==> config.mk <==
export PLATFORM = sky130hd
export DESIGN_NAME = anap_arb
export DESIGN_NICKNAME = d
export VERILOG_FILES = /design/src/include/anap_pkg.sv /design/src/design/anap_arb.sv
export VERILOG_INCLUDE_DIRS = /design/src /design/src/include
export SDC_FILE = /design/constraint.sdc
export NUM_CORES = 1
export LEC_CHECK = 0
export ABC_AREA = 1
export ABC_CLOCK_PERIOD_IN_PS = 2600
export BUFFER_PORTS_ARGS = -buffer_cell sky130_fd_sc_hd__buf_4
export CAP_MARGIN = 20
export CORE_MARGIN = 2
export CORE_UTILIZATION = 62
export CTS_CLUSTER_DIAMETER = 40
export CTS_CLUSTER_SIZE = 8
export DETAILED_ROUTE_END_ITERATION = 16
export GPL_TIMING_DRIVEN = 0
export PLACE_DENSITY = 0.85
export SYNTH_ARGS = -nofsm -noshare
export SYNTH_HDL_FRONTEND = slang
export SYNTH_SLANG_ARGS = --single-unit
==> constraint.sdc <==
create_clock -name i_mclk -period 2.6 [get_ports i_mclk]
set_input_delay 0.39 -clock i_mclk [delete_from_list [all_inputs] [get_ports i_mclk]]
set_output_delay 0.39 -clock i_mclk [all_outputs]
set_load 0.02 [all_outputs]
==> src/include/anap_params.svh <==
// anap_params.svh: constants for the arbitration and next page block
// assumes inclusion by bare name; definitions only
`ifndef ANAP_PARAMS_SVH
`define ANAP_PARAMS_SVH

// -------------------------------------------------------------------
// register offsets
// -------------------------------------------------------------------
`define ANAP_OFF_CTRL 4'h0
`define ANAP_OFF_ABIL 4'h1
`define ANAP_OFF_STAT 4'h2
`define ANAP_OFF_IRQ 4'h3
`define ANAP_OFF_MASK 4'h4
`define ANAP_OFF_NPTX 4'h5
`define ANAP_OFF_LPBASE 4'h6
`define ANAP_OFF_LPNP 4'h7

// -------------------------------------------------------------------
// field positions and codes
// -------------------------------------------------------------------
`define ANAP_BIT_NP 15
`define ANAP_BIT_ACK 14
`define ANAP_BIT_MP 13
`define ANAP_BIT_ACK2 12
`define ANAP_BIT_TOG 11
`define ANAP_NULL_CODE 11'h001
`define ANAP_TA_LSB 5
`define ANAP_TA_10 0
`define ANAP_TA_10FD 1
`define ANAP_TA_TX 2
`define ANAP_TA_TXFD 3
`define ANAP_TA_T4 4

// -------------------------------------------------------------------
// reset values
// -------------------------------------------------------------------
`define ANAP_RST_CTRL 16'h0001
`define ANAP_RST_ABIL 16'h01E1
`define ANAP_RST_WORD 16'h0000
`define ANAP_RST_IRQ 8'h00

`endif

==> src/include/anap_pkg.sv <==
// anap_pkg.sv: types for the arbitration and next page block
// assumes anap_params.svh is on the include path
package anap_pkg;
  // resolved technology, one-hot
  typedef enum logic [5:0] {
    ANAP_HCD_NONE = 6'h01,
    ANAP_HCD_10 = 6'h02,
    ANAP_HCD_10FD = 6'h04,
    ANAP_HCD_TX = 6'h08,
    ANAP_HCD_T4 = 6'h10,
    ANAP_HCD_TXFD = 6'h20
  } anap_hcd_t;

  // arbitration states, one-hot
  typedef enum logic [4:0] {
    ANAP_ST_IDLE = 5'h01,
    ANAP_ST_NEG = 5'h02,
    ANAP_ST_NP = 5'h04,
    ANAP_ST_LINK = 5'h08,
    ANAP_ST_REFUSE = 5'h10
  } anap_state_t;

  // a received page from the FLP receive logic
  typedef struct packed {
    logic valid;
    logic [15:0] word;
  } anap_page_t;
endpackage : anap_pkg

==> src/design/anap_arb.sv <==
// anap_arb.sv: auto-negotiation arbitration, resolution and next pages
// assumes FLP transmit/receive logic that sends the word on o_tx_page
// with base page timing, and reports consistent, acked pages
//
// Functional notes
// - parallel detect a fixed 100Base-T4 partner, even before FLP seen
// - with T4 PMA enable it and link; without it refuse any link
// - resolve best common technology after base page exchange completes
// - correct resolution for all combinations of five ability bits
// - full duplex chosen over half duplex of the same speed when both sides offer it
// - link only when a common technology exists, else refuse
// - link fail from resolved technology restarts negotiation
// - both offering next page: each sends at least one next page
// - next pages go out with the same burst timing as base page
// - next pages get the same consistency match as base pages
// - mismatch after ack detect stops next page sending at once
// - after own pages, send null pages until partner is done
// - null page is message page with code value one
// - null code never sent before all real pages are sent
// - null pages carry next page bit zero
// - next page bit one while more pages follow, zero on last
// - first toggle inverts own base D11, then alternates each page
`include "anap_params.svh"
`timescale 1ns/1ps
`default_nettype none

module anap_arb
  import anap_pkg::*;
#(
  parameter bit HAS_T4 = 1'b1
) (
  input wire logic i_mclk,
  input wire logic i_rstn,
  input wire logic [3:0] i_addr,
  input wire logic [15:0] i_wdata,
  input wire logic i_wr,
  input wire logic i_rd,
  output logic [15:0] o_rdata,
  output logic o_irq,
  input wire logic i_t4_detect,
  input wire logic i_link_fail,
  input wire anap_page_t i_rx_page,
  input wire logic i_rx_inconsistent,
  input wire logic i_exch_done,
  input wire logic i_page_sent,
  output logic [15:0] o_tx_page,
  output logic o_tx_en,
  output logic o_restart,
  output logic o_link_up,
  output logic [5:0] o_hcd
);

  // -----------------------------------------------------------------
  // pin synchronisers
  // -----------------------------------------------------------------
  logic [1:0] t4_sync_reg;
  logic [1:0] fail_sync_reg;
  logic t4_det;
  logic link_fail;

  // two stages each; only the second stage is looked at
  always_ff @(posedge i_mclk or negedge i_rstn) begin
    if (!i_rstn) begin
      t4_sync_reg <= 2'h0;
      fail_sync_reg <= 2'h0;
    end else begin
      t4_sync_reg <= {t4_sync_reg[0], i_t4_detect};
      fail_sync_reg <= {fail_sync_reg[0], i_link_fail};
    end
  end
  assign t4_det = t4_sync_reg[1];
  assign link_fail = fail_sync_reg[1];

  // -----------------------------------------------------------------
  // registers
  // -----------------------------------------------------------------
  logic [15:0] ctrl_reg;
  logic [15:0] abil_reg;
  logic [15:0] nptx_reg;
  logic nptx_pend_reg;
  logic [15:0] lpbase_reg;
  logic [15:0] lpnp_reg;
  logic [7:0] irq_reg;
  logic [7:0] irq_next;
  logic [7:0] mask_reg;
  logic [15:0] rdata_reg;
  anap_state_t state_reg;
  anap_hcd_t hcd_reg;
  logic tog_reg;
  logic own_done_reg;
  logic lp_done_reg;
  logic np_stop_reg;
  logic tx_hold_reg;
  logic [7:0] ev;

  // resolution: walk the priority list, best first
  function automatic anap_hcd_t resolve(input logic [4:0] a);
    if (a[`ANAP_TA_TXFD]) resolve = ANAP_HCD_TXFD;
    else if (a[`ANAP_TA_T4]) resolve = ANAP_HCD_T4;
    else if (a[`ANAP_TA_TX]) resolve = ANAP_HCD_TX;
    else if (a[`ANAP_TA_10FD]) resolve = ANAP_HCD_10FD;
    else if (a[`ANAP_TA_10]) resolve = ANAP_HCD_10;
    else resolve = ANAP_HCD_NONE;
  endfunction

  logic [4:0] common;
  anap_hcd_t hcd_calc;
  logic both_np;
  logic rx_np_valid;
  logic [15:0] null_page;

  // common abilities over every combination of the five bits
  assign common = abil_reg[`ANAP_TA_LSB +: 5] & lpbase_reg[`ANAP_TA_LSB +: 5];
  assign hcd_calc = resolve(common);
  assign both_np = abil_reg[`ANAP_BIT_NP] & lpbase_reg[`ANAP_BIT_NP];
  assign rx_np_valid = i_rx_page.valid && state_reg == ANAP_ST_NP;
  // message page, np clear, code one
  assign null_page = {1'b0, 1'b0, 1'b1, 1'b0, tog_reg,
                      `ANAP_NULL_CODE};

  // -----------------------------------------------------------------
  // arbitration state machine
  // -----------------------------------------------------------------
  always_ff @(posedge i_mclk or negedge i_rstn) begin
    if (!i_rstn) begin
      state_reg <= ANAP_ST_IDLE;
      hcd_reg <= ANAP_HCD_NONE;
    end else begin
      unique case (state_reg)
        ANAP_ST_IDLE: begin
          if (ctrl_reg[0]) state_reg <= ANAP_ST_NEG;
        end
        ANAP_ST_NEG: begin
          // parallel detection beats FLP; it needs no base page at all
          if (t4_det) begin
            hcd_reg <= HAS_T4 ? ANAP_HCD_T4 : ANAP_HCD_NONE;
            state_reg <= HAS_T4 ? ANAP_ST_LINK : ANAP_ST_REFUSE;
          end else if (i_exch_done) begin
            hcd_reg <= hcd_calc;
            if (both_np) state_reg <= ANAP_ST_NP;
            else if (hcd_calc == ANAP_HCD_NONE)
              state_reg <= ANAP_ST_REFUSE;
            else state_reg <= ANAP_ST_LINK;
          end
        end
        ANAP_ST_NP: begin
          if (np_stop_reg) state_reg <= ANAP_ST_REFUSE;
          else if (own_done_reg && lp_done_reg) begin
            state_reg <= (hcd_reg == ANAP_HCD_NONE) ? ANAP_ST_REFUSE
                                                     : ANAP_ST_LINK;
          end
        end
        ANAP_ST_LINK: begin
          if (link_fail) state_reg <= ANAP_ST_NEG;
        end
        ANAP_ST_REFUSE: begin
          // stays down until software restarts
          if (ctrl_reg[1]) state_reg <= ANAP_ST_NEG;
        end
      endcase
      if (ctrl_reg[1]) state_reg <= ANAP_ST_NEG;
      if (!ctrl_reg[0]) state_reg <= ANAP_ST_IDLE;
    end
  end

  // -----------------------------------------------------------------
  // next page transmit
  // -----------------------------------------------------------------
  // pages are handed to the same FLP sender as the base page, so burst
  // timing cannot differ between them
  always_ff @(posedge i_mclk or negedge i_rstn) begin
    if (!i_rstn) begin
      tog_reg <= 1'b0;
      own_done_reg <= 1'b0;
      lp_done_reg <= 1'b0;
      np_stop_reg <= 1'b0;
      nptx_pend_reg <= 1'b0;
    end else begin
      if (i_wr && i_addr == `ANAP_OFF_NPTX) nptx_pend_reg <= 1'b1;
      if (state_reg != ANAP_ST_NP) begin
        tog_reg <= ~abil_reg[`ANAP_BIT_TOG];
        own_done_reg <= 1'b0;
        lp_done_reg <= 1'b0;
        np_stop_reg <= 1'b0;
      end else begin
        if (i_rx_inconsistent) np_stop_reg <= 1'b1;
        if (rx_np_valid && !i_rx_page.word[`ANAP_BIT_NP])
          lp_done_reg <= 1'b1;
        if (i_page_sent) begin
          tog_reg <= ~tog_reg;
          if (!own_done_reg) begin
            nptx_pend_reg <= 1'b0;
            // last real page has np clear
            if (!nptx_reg[`ANAP_BIT_NP]) own_done_reg <= 1'b1;
          end
        end
      end
    end
  end

  // the outgoing word is a flop behind its sources, so the sender is held
  // for one cycle after any new page, toggle flip or entry into the next page state;
  // without it the sender could start on a stale word
  always_ff @(posedge i_mclk or negedge i_rstn) begin
    if (!i_rstn) begin
      tx_hold_reg <= 1'b1;
    end else begin
      tx_hold_reg <= (state_reg != ANAP_ST_NP) || i_page_sent ||
                     (i_wr && i_addr == `ANAP_OFF_NPTX);
    end
  end

  // outgoing word; null only once own pages are finished
  always_ff @(posedge i_mclk or negedge i_rstn) begin
    if (!i_rstn) begin
      o_tx_page <= `ANAP_RST_WORD;
    end else if (state_reg != ANAP_ST_NP) begin
      o_tx_page <= abil_reg;
    end else if (own_done_reg) begin
      o_tx_page <= null_page;
    end else begin
      o_tx_page <= {nptx_reg[15:12], tog_reg, nptx_reg[10:0]};
    end
  end

  // a real page that has not been loaded yet holds the sender
  assign o_tx_en = (state_reg == ANAP_ST_NEG) ||
                   (state_reg == ANAP_ST_NP && !np_stop_reg && !tx_hold_reg &&
                    (own_done_reg || nptx_pend_reg));
  assign o_restart = (state_reg == ANAP_ST_LINK) && link_fail;
  assign o_link_up = (state_reg == ANAP_ST_LINK);
  assign o_hcd = hcd_reg;

  // -----------------------------------------------------------------
  // register file and interrupts
  // -----------------------------------------------------------------
  // bit1 t4 refused, 2 restart, 3 np received, 4 np mismatch;
  // bit0 (exchange complete) is folded in with the sticky update below
  assign ev = {3'h0, state_reg == ANAP_ST_NP && i_rx_inconsistent,
               rx_np_valid, o_restart,
               state_reg == ANAP_ST_NEG && t4_det && !HAS_T4, 1'b0};

  // software writes; restart bit self clears
  always_ff @(posedge i_mclk or negedge i_rstn) begin
    if (!i_rstn) begin
      ctrl_reg <= `ANAP_RST_CTRL;
      abil_reg <= `ANAP_RST_ABIL;
      nptx_reg <= `ANAP_RST_WORD;
      mask_reg <= `ANAP_RST_IRQ;
    end else begin
      ctrl_reg[1] <= 1'b0;
      if (i_wr) begin
        unique case (i_addr)
          `ANAP_OFF_CTRL: ctrl_reg <= i_wdata;
          `ANAP_OFF_ABIL: abil_reg <= i_wdata;
          `ANAP_OFF_NPTX: nptx_reg <= i_wdata;
          `ANAP_OFF_MASK: mask_reg <= i_wdata[7:0];
          default: ;
        endcase
      end
    end
  end

  // partner words captured from the receive side
  always_ff @(posedge i_mclk or negedge i_rstn) begin
    if (!i_rstn) begin
      lpbase_reg <= `ANAP_RST_WORD;
      lpnp_reg <= `ANAP_RST_WORD;
    end else if (i_rx_page.valid) begin
      if (state_reg == ANAP_ST_NEG) lpbase_reg <= i_rx_page.word;
      else if (state_reg == ANAP_ST_NP) lpnp_reg <= i_rx_page.word;
    end
  end

  // sticky status; set wins over clear by read
  always_comb begin
    irq_next = irq_reg;
    if (i_rd && i_addr == `ANAP_OFF_IRQ) irq_next = 8'h00;
    irq_next = irq_next | ev;
    irq_next[0] = irq_next[0] | (state_reg == ANAP_ST_NP && own_done_reg
                                 && lp_done_reg);
  end

  always_ff @(posedge i_mclk or negedge i_rstn) begin
    if (!i_rstn) irq_reg <= `ANAP_RST_IRQ;
    else irq_reg <= irq_next;
  end
  assign o_irq = |(irq_reg & mask_reg);

  // read data one cycle after the strobe, zero otherwise
  always_ff @(posedge i_mclk or negedge i_rstn) begin
    if (!i_rstn) begin
      rdata_reg <= 16'h0000;
    end else if (i_rd) begin
      unique case (i_addr)
        `ANAP_OFF_CTRL: rdata_reg <= ctrl_reg;
        `ANAP_OFF_ABIL: rdata_reg <= abil_reg;
        `ANAP_OFF_STAT: rdata_reg <= {5'h00, state_reg, o_hcd};
        `ANAP_OFF_IRQ: rdata_reg <= {8'h00, irq_reg};
        `ANAP_OFF_MASK: rdata_reg <= {8'h00, mask_reg};
        `ANAP_OFF_NPTX: rdata_reg <= nptx_reg;
        `ANAP_OFF_LPBASE: rdata_reg <= lpbase_reg;
        `ANAP_OFF_LPNP: rdata_reg <= lpnp_reg;
        default: rdata_reg <= 16'h0000;
      endcase
    end else begin
      rdata_reg <= 16'h0000;
    end
  end
  assign o_rdata = rdata_reg;

  // -----------------------------------------------------------------
  // assertions
  // -----------------------------------------------------------------
  a_t4_refuse: assert property (@(posedge i_mclk) disable iff (!i_rstn)
    state_reg == ANAP_ST_NEG && t4_det && !ctrl_reg[1] && ctrl_reg[0]
    |=> o_link_up == HAS_T4)
    else $error("t4 parallel detect handled wrong");
  a_no_common: assert property (@(posedge i_mclk) disable iff (!i_rstn)
    o_link_up |-> hcd_reg != ANAP_HCD_NONE)
    else $error("link up without common technology");
  a_fail_restart: assert property (@(posedge i_mclk) disable iff (!i_rstn)
    o_link_up && link_fail && ctrl_reg[0] |=> state_reg == ANAP_ST_NEG)
    else $error("link fail did not restart");
  a_null_np: assert property (@(posedge i_mclk) disable iff (!i_rstn)
    o_tx_page[10:0] == `ANAP_NULL_CODE && o_tx_page[`ANAP_BIT_MP]
    && $past(own_done_reg) |-> !o_tx_page[`ANAP_BIT_NP])
    else $error("null page with np set");
  a_null_late: assert property (@(posedge i_mclk) disable iff (!i_rstn)
    $past(state_reg) == ANAP_ST_NP && !$past(own_done_reg)
    |-> o_tx_page != null_page || nptx_reg[10:0] == `ANAP_NULL_CODE)
    else $error("null page sent early");
  a_tog_flip: assert property (@(posedge i_mclk) disable iff (!i_rstn)
    state_reg == ANAP_ST_NP && i_page_sent ##1 state_reg == ANAP_ST_NP
    |-> tog_reg != $past(tog_reg))
    else $error("toggle did not alternate");
  a_np_stop: assert property (@(posedge i_mclk) disable iff (!i_rstn)
    state_reg == ANAP_ST_NP && i_rx_inconsistent |=> !o_tx_en)
    else $error("next pages continued after mismatch");
  a_np_end: assert property (@(posedge i_mclk) disable iff (!i_rstn)
    $past(state_reg) == ANAP_ST_NP && o_link_up
    |-> $past(own_done_reg) && $past(lp_done_reg))
    else $error("exchange ended early");

endmodule // anap_arb

`default_nettype wire

==> metrics.cfg <==
[placed_design]
finalWeightedCongestion=1.05
placed_area_um2=7240
post-dp-hpwl_um=12700
worst_slack_placed_ps=911
port-buffer-count=87

[cells_and_area]
finish.utilization_pct=77.5
final_cell_area_um2=7860
share_of_post_route_cells_with_drive_strength_above_1_pct=21.5
area_delta_synth_final_pct=23.1
num-nets-final=893
antenna_cells=0

[synth]
synth_seq_cells=145
ys_top_cells_by_count=sky130_fd_sc_hd__nand2_1 (185), sky130_fd_sc_hd__dfrtp_1 (136), sky130_fd_sc_hd__inv_1 (70)
synthMostInstantiatedCell=sky130_fd_sc_hd__nand2_1
postSynth.asyncResetShare_pct=100
yosys.area.top_type_share_pct=53.3
syn_nets=783
synth.distinct_cells=31
yosys_most_used_dff=sky130_fd_sc_hd__dfrtp_1
synth_seq_area_share_pct=57.0
syn_area_per_cell_um2=8.66
netlist_instances=737
synth-warning-count=0
synth_area_leaders=sky130_fd_sc_hd__dfrtp_1 (53%), sky130_fd_sc_hd__nand2_1 (11%), sky130_fd_sc_hd__o21ai_1 (5.4%)
synth_area_leader_cell=sky130_fd_sc_hd__dfrtp_1
post_synth_instance_area_um2=6380
synth-edff-count=0

[floorplanning]
floorplan.die.height_um=105
rows=37
chipWidth_um=105
io_pins=88
dieArea_um2=11100
floorplan.core_area_um2=10100
start_util_pct=63.0

[clocking]
cts_root_buf=sky130_fd_sc_hd__clkbuf_8
clk_pin_slew_ps=60
cts.path.max_buffers=2
insertion_delay_ps=540
tritoncts.num_buffers=17
postCtsSetupRepairBufs=0
cts.sink_count=145
cts_tree=yes
cts_max_level=4

[detailed_routing]
vias=5940
routed_via_density=5.96
wire_per_inst_um=18.8
detailed_route_wl_um=18700
detailedRoute.firstIterationViolations=612
detailedRoute.firstPassIterationCount=5
post-route-drc-count=0
postRouteAntennaNets=0

[critical_path]
rr_startpoint=own_done_reg
critical_path_class=flop to output port
critical_path.startpoint=state_reg[3]
worst_ep_arrival_time_ps=1760
critical_path.endpoint_type=output port
critical_path.startpoint_type=flop
timing.critical_path.fanout_max=3
cp_data_required_time_ps=2210

[power_and_ir_drop]
post-layout-total-power_mw=6.78
max-vdd-ir-drop_uv=541
cellPowerDensity_nw_per_um2=863
cellLeakagePower_nw=3.97

[worst_hold_path]
worstHoldStart=i_page_sent
hold_class=input port to flop

[timing]
grt_setup_unrepaired=no
drv_slew=0
timing.clock.skew_ps=8.26
worstMarginPinSlew_ps=661
timing.max_slew.rel_slack_pct=56.0
timing.final.crit_period_ps=2150
timing.fmax_ghz=0.466
hold_viol_final=0
final.period_utilization_pct=82.6
setup_violations=0
worst_slack_ps=453
fin_tns_setup_ps=0

[grt]
grt_overflow=0
grt_use_total_pct=35.6
grt_first_pass_wirelength_um=29900
antenna_violations_before_repair=0
pin_count_of_the_biggest_net_entering_global_routing=100
grt_pass1_vias=5866

[job]
maxCapViolations=0

[status]
status=finished, final reports clean

[power breakdown]
part	switching, mW	leakage [nW]	internal, mW
Sequential	0.345	1.86	2.73
Clock	0.937	0.281	1.51
Combinational	0.770	1.83	0.488
[worst max-delay path: stages (launching register included)]
cell	delay, ps
sky130_fd_sc_hd__dfrtp_1	390
sky130_fd_sc_hd__inv_1	110
sky130_fd_sc_hd__nand2_1	60
sky130_fd_sc_hd__nor2_1	120
sky130_fd_sc_hd__nand3_1	140
sky130_fd_sc_hd__o31ai_1	220
sky130_fd_sc_hd__buf_4	180
[per-layer routing]
layer | routed length [um] | up-vias | share of wire [%] | GRT usage [%]
li1 | - | 2625 | - | -
met1 | 6930 | 2785 | 37 | 45.6
met2 | 8890 | 444 | 47 | 55.8
met3 | 2060 | 86 | 11 | 8.53
met4 | 863 | 0 | 4.6 | 20.0
met5 | 0 | - | 0 | 0
[logic make-up after synthesis]
| kind of cell | synth area share (%) |
|---|---|
| DFF | 57.0 |
| and+or+nand+nor | 20.8 |
| buffers and inverters | 8.04 |
| AOI/OAI and AO/OA | 14.1 |
[final timing paths]
path | cells past startpoint | slack (ps) | endpoint
setup / recovery | 6 | 450 | o_tx_en
hold / removal | 3 | 90 | tx_hold_reg
setup reg to reg | 4 | 940 | o_tx_page[9]
hold reg to reg | 0 | 350 | fail_sync_reg[1]
max in group asynchronous | 3 | 1420 | abil_reg[5]
min in group asynchronous | 2 | 350 | o_rdata[9]
[layout make-up]
class | instances | area [um^2]
repair buffers | 91 | 714
plain buffers | 30 | 204
flip-flops and latches | 145 | 3640
inverters | 81 | 309
multi-input cells | 481 | 2230
fillers | 678 | 2280
clock buffers | 22 | 453
well taps | 136 | 170
clock inverters | 10 | 136
[metrics by stage]
step | instances | hold slack (ps)
after floorplan | 737 | 94.4
after global placement | 960 | 336
after detailed placement | 961 | 337
after CTS | 996 | 95.7
after global routing | 996 | 116
final | 996 | 92.2
[cell usage in the layout, fill, tap and decap left out, types with 2 or more instances in the layout]
cell and instances:
sky130_fd_sc_hd__nor2_2 2, sky130_fd_sc_hd__o21ai_1 69, sky130_fd_sc_hd__buf_4 89, sky130_fd_sc_hd__o21ai_2 8, sky130_fd_sc_hd__o22ai_1 9, sky130_fd_sc_hd__dfstp_2 9
sky130_fd_sc_hd__clkbuf_1 6, sky130_fd_sc_hd__clkbuf_8 3, sky130_fd_sc_hd__a21oi_1 29, sky130_fd_sc_hd__dlygate4sd3_1 3, sky130_fd_sc_hd__inv_1 70, sky130_fd_sc_hd__nand2_2 7
sky130_fd_sc_hd__nand2_4 2, sky130_fd_sc_hd__nand4_1 5, sky130_fd_sc_hd__a31oi_1 5, sky130_fd_sc_hd__clkinvlp_4 3, sky130_fd_sc_hd__clkbuf_16 16, sky130_fd_sc_hd__clkinv_1 2
sky130_fd_sc_hd__clkinv_2 5, sky130_fd_sc_hd__dfrtp_1 136, sky130_fd_sc_hd__nor2_1 47, sky130_fd_sc_hd__buf_6 9, sky130_fd_sc_hd__bufinv_16 3, sky130_fd_sc_hd__nor2_4 4
sky130_fd_sc_hd__nand2_1 185, sky130_fd_sc_hd__inv_2 6, sky130_fd_sc_hd__nand3_1 57, sky130_fd_sc_hd__o21ai_0 46, sky130_fd_sc_hd__buf_2 16
[repair_timing]
action / in CTS / in global routing
hold endpoints to repair: 48 / 0
gates resized for setup: 0 / 0
hold buffers: 3 / 0
endpoints found under the setup margin: 0 / 0
Power figures use the tool's default switching activity.
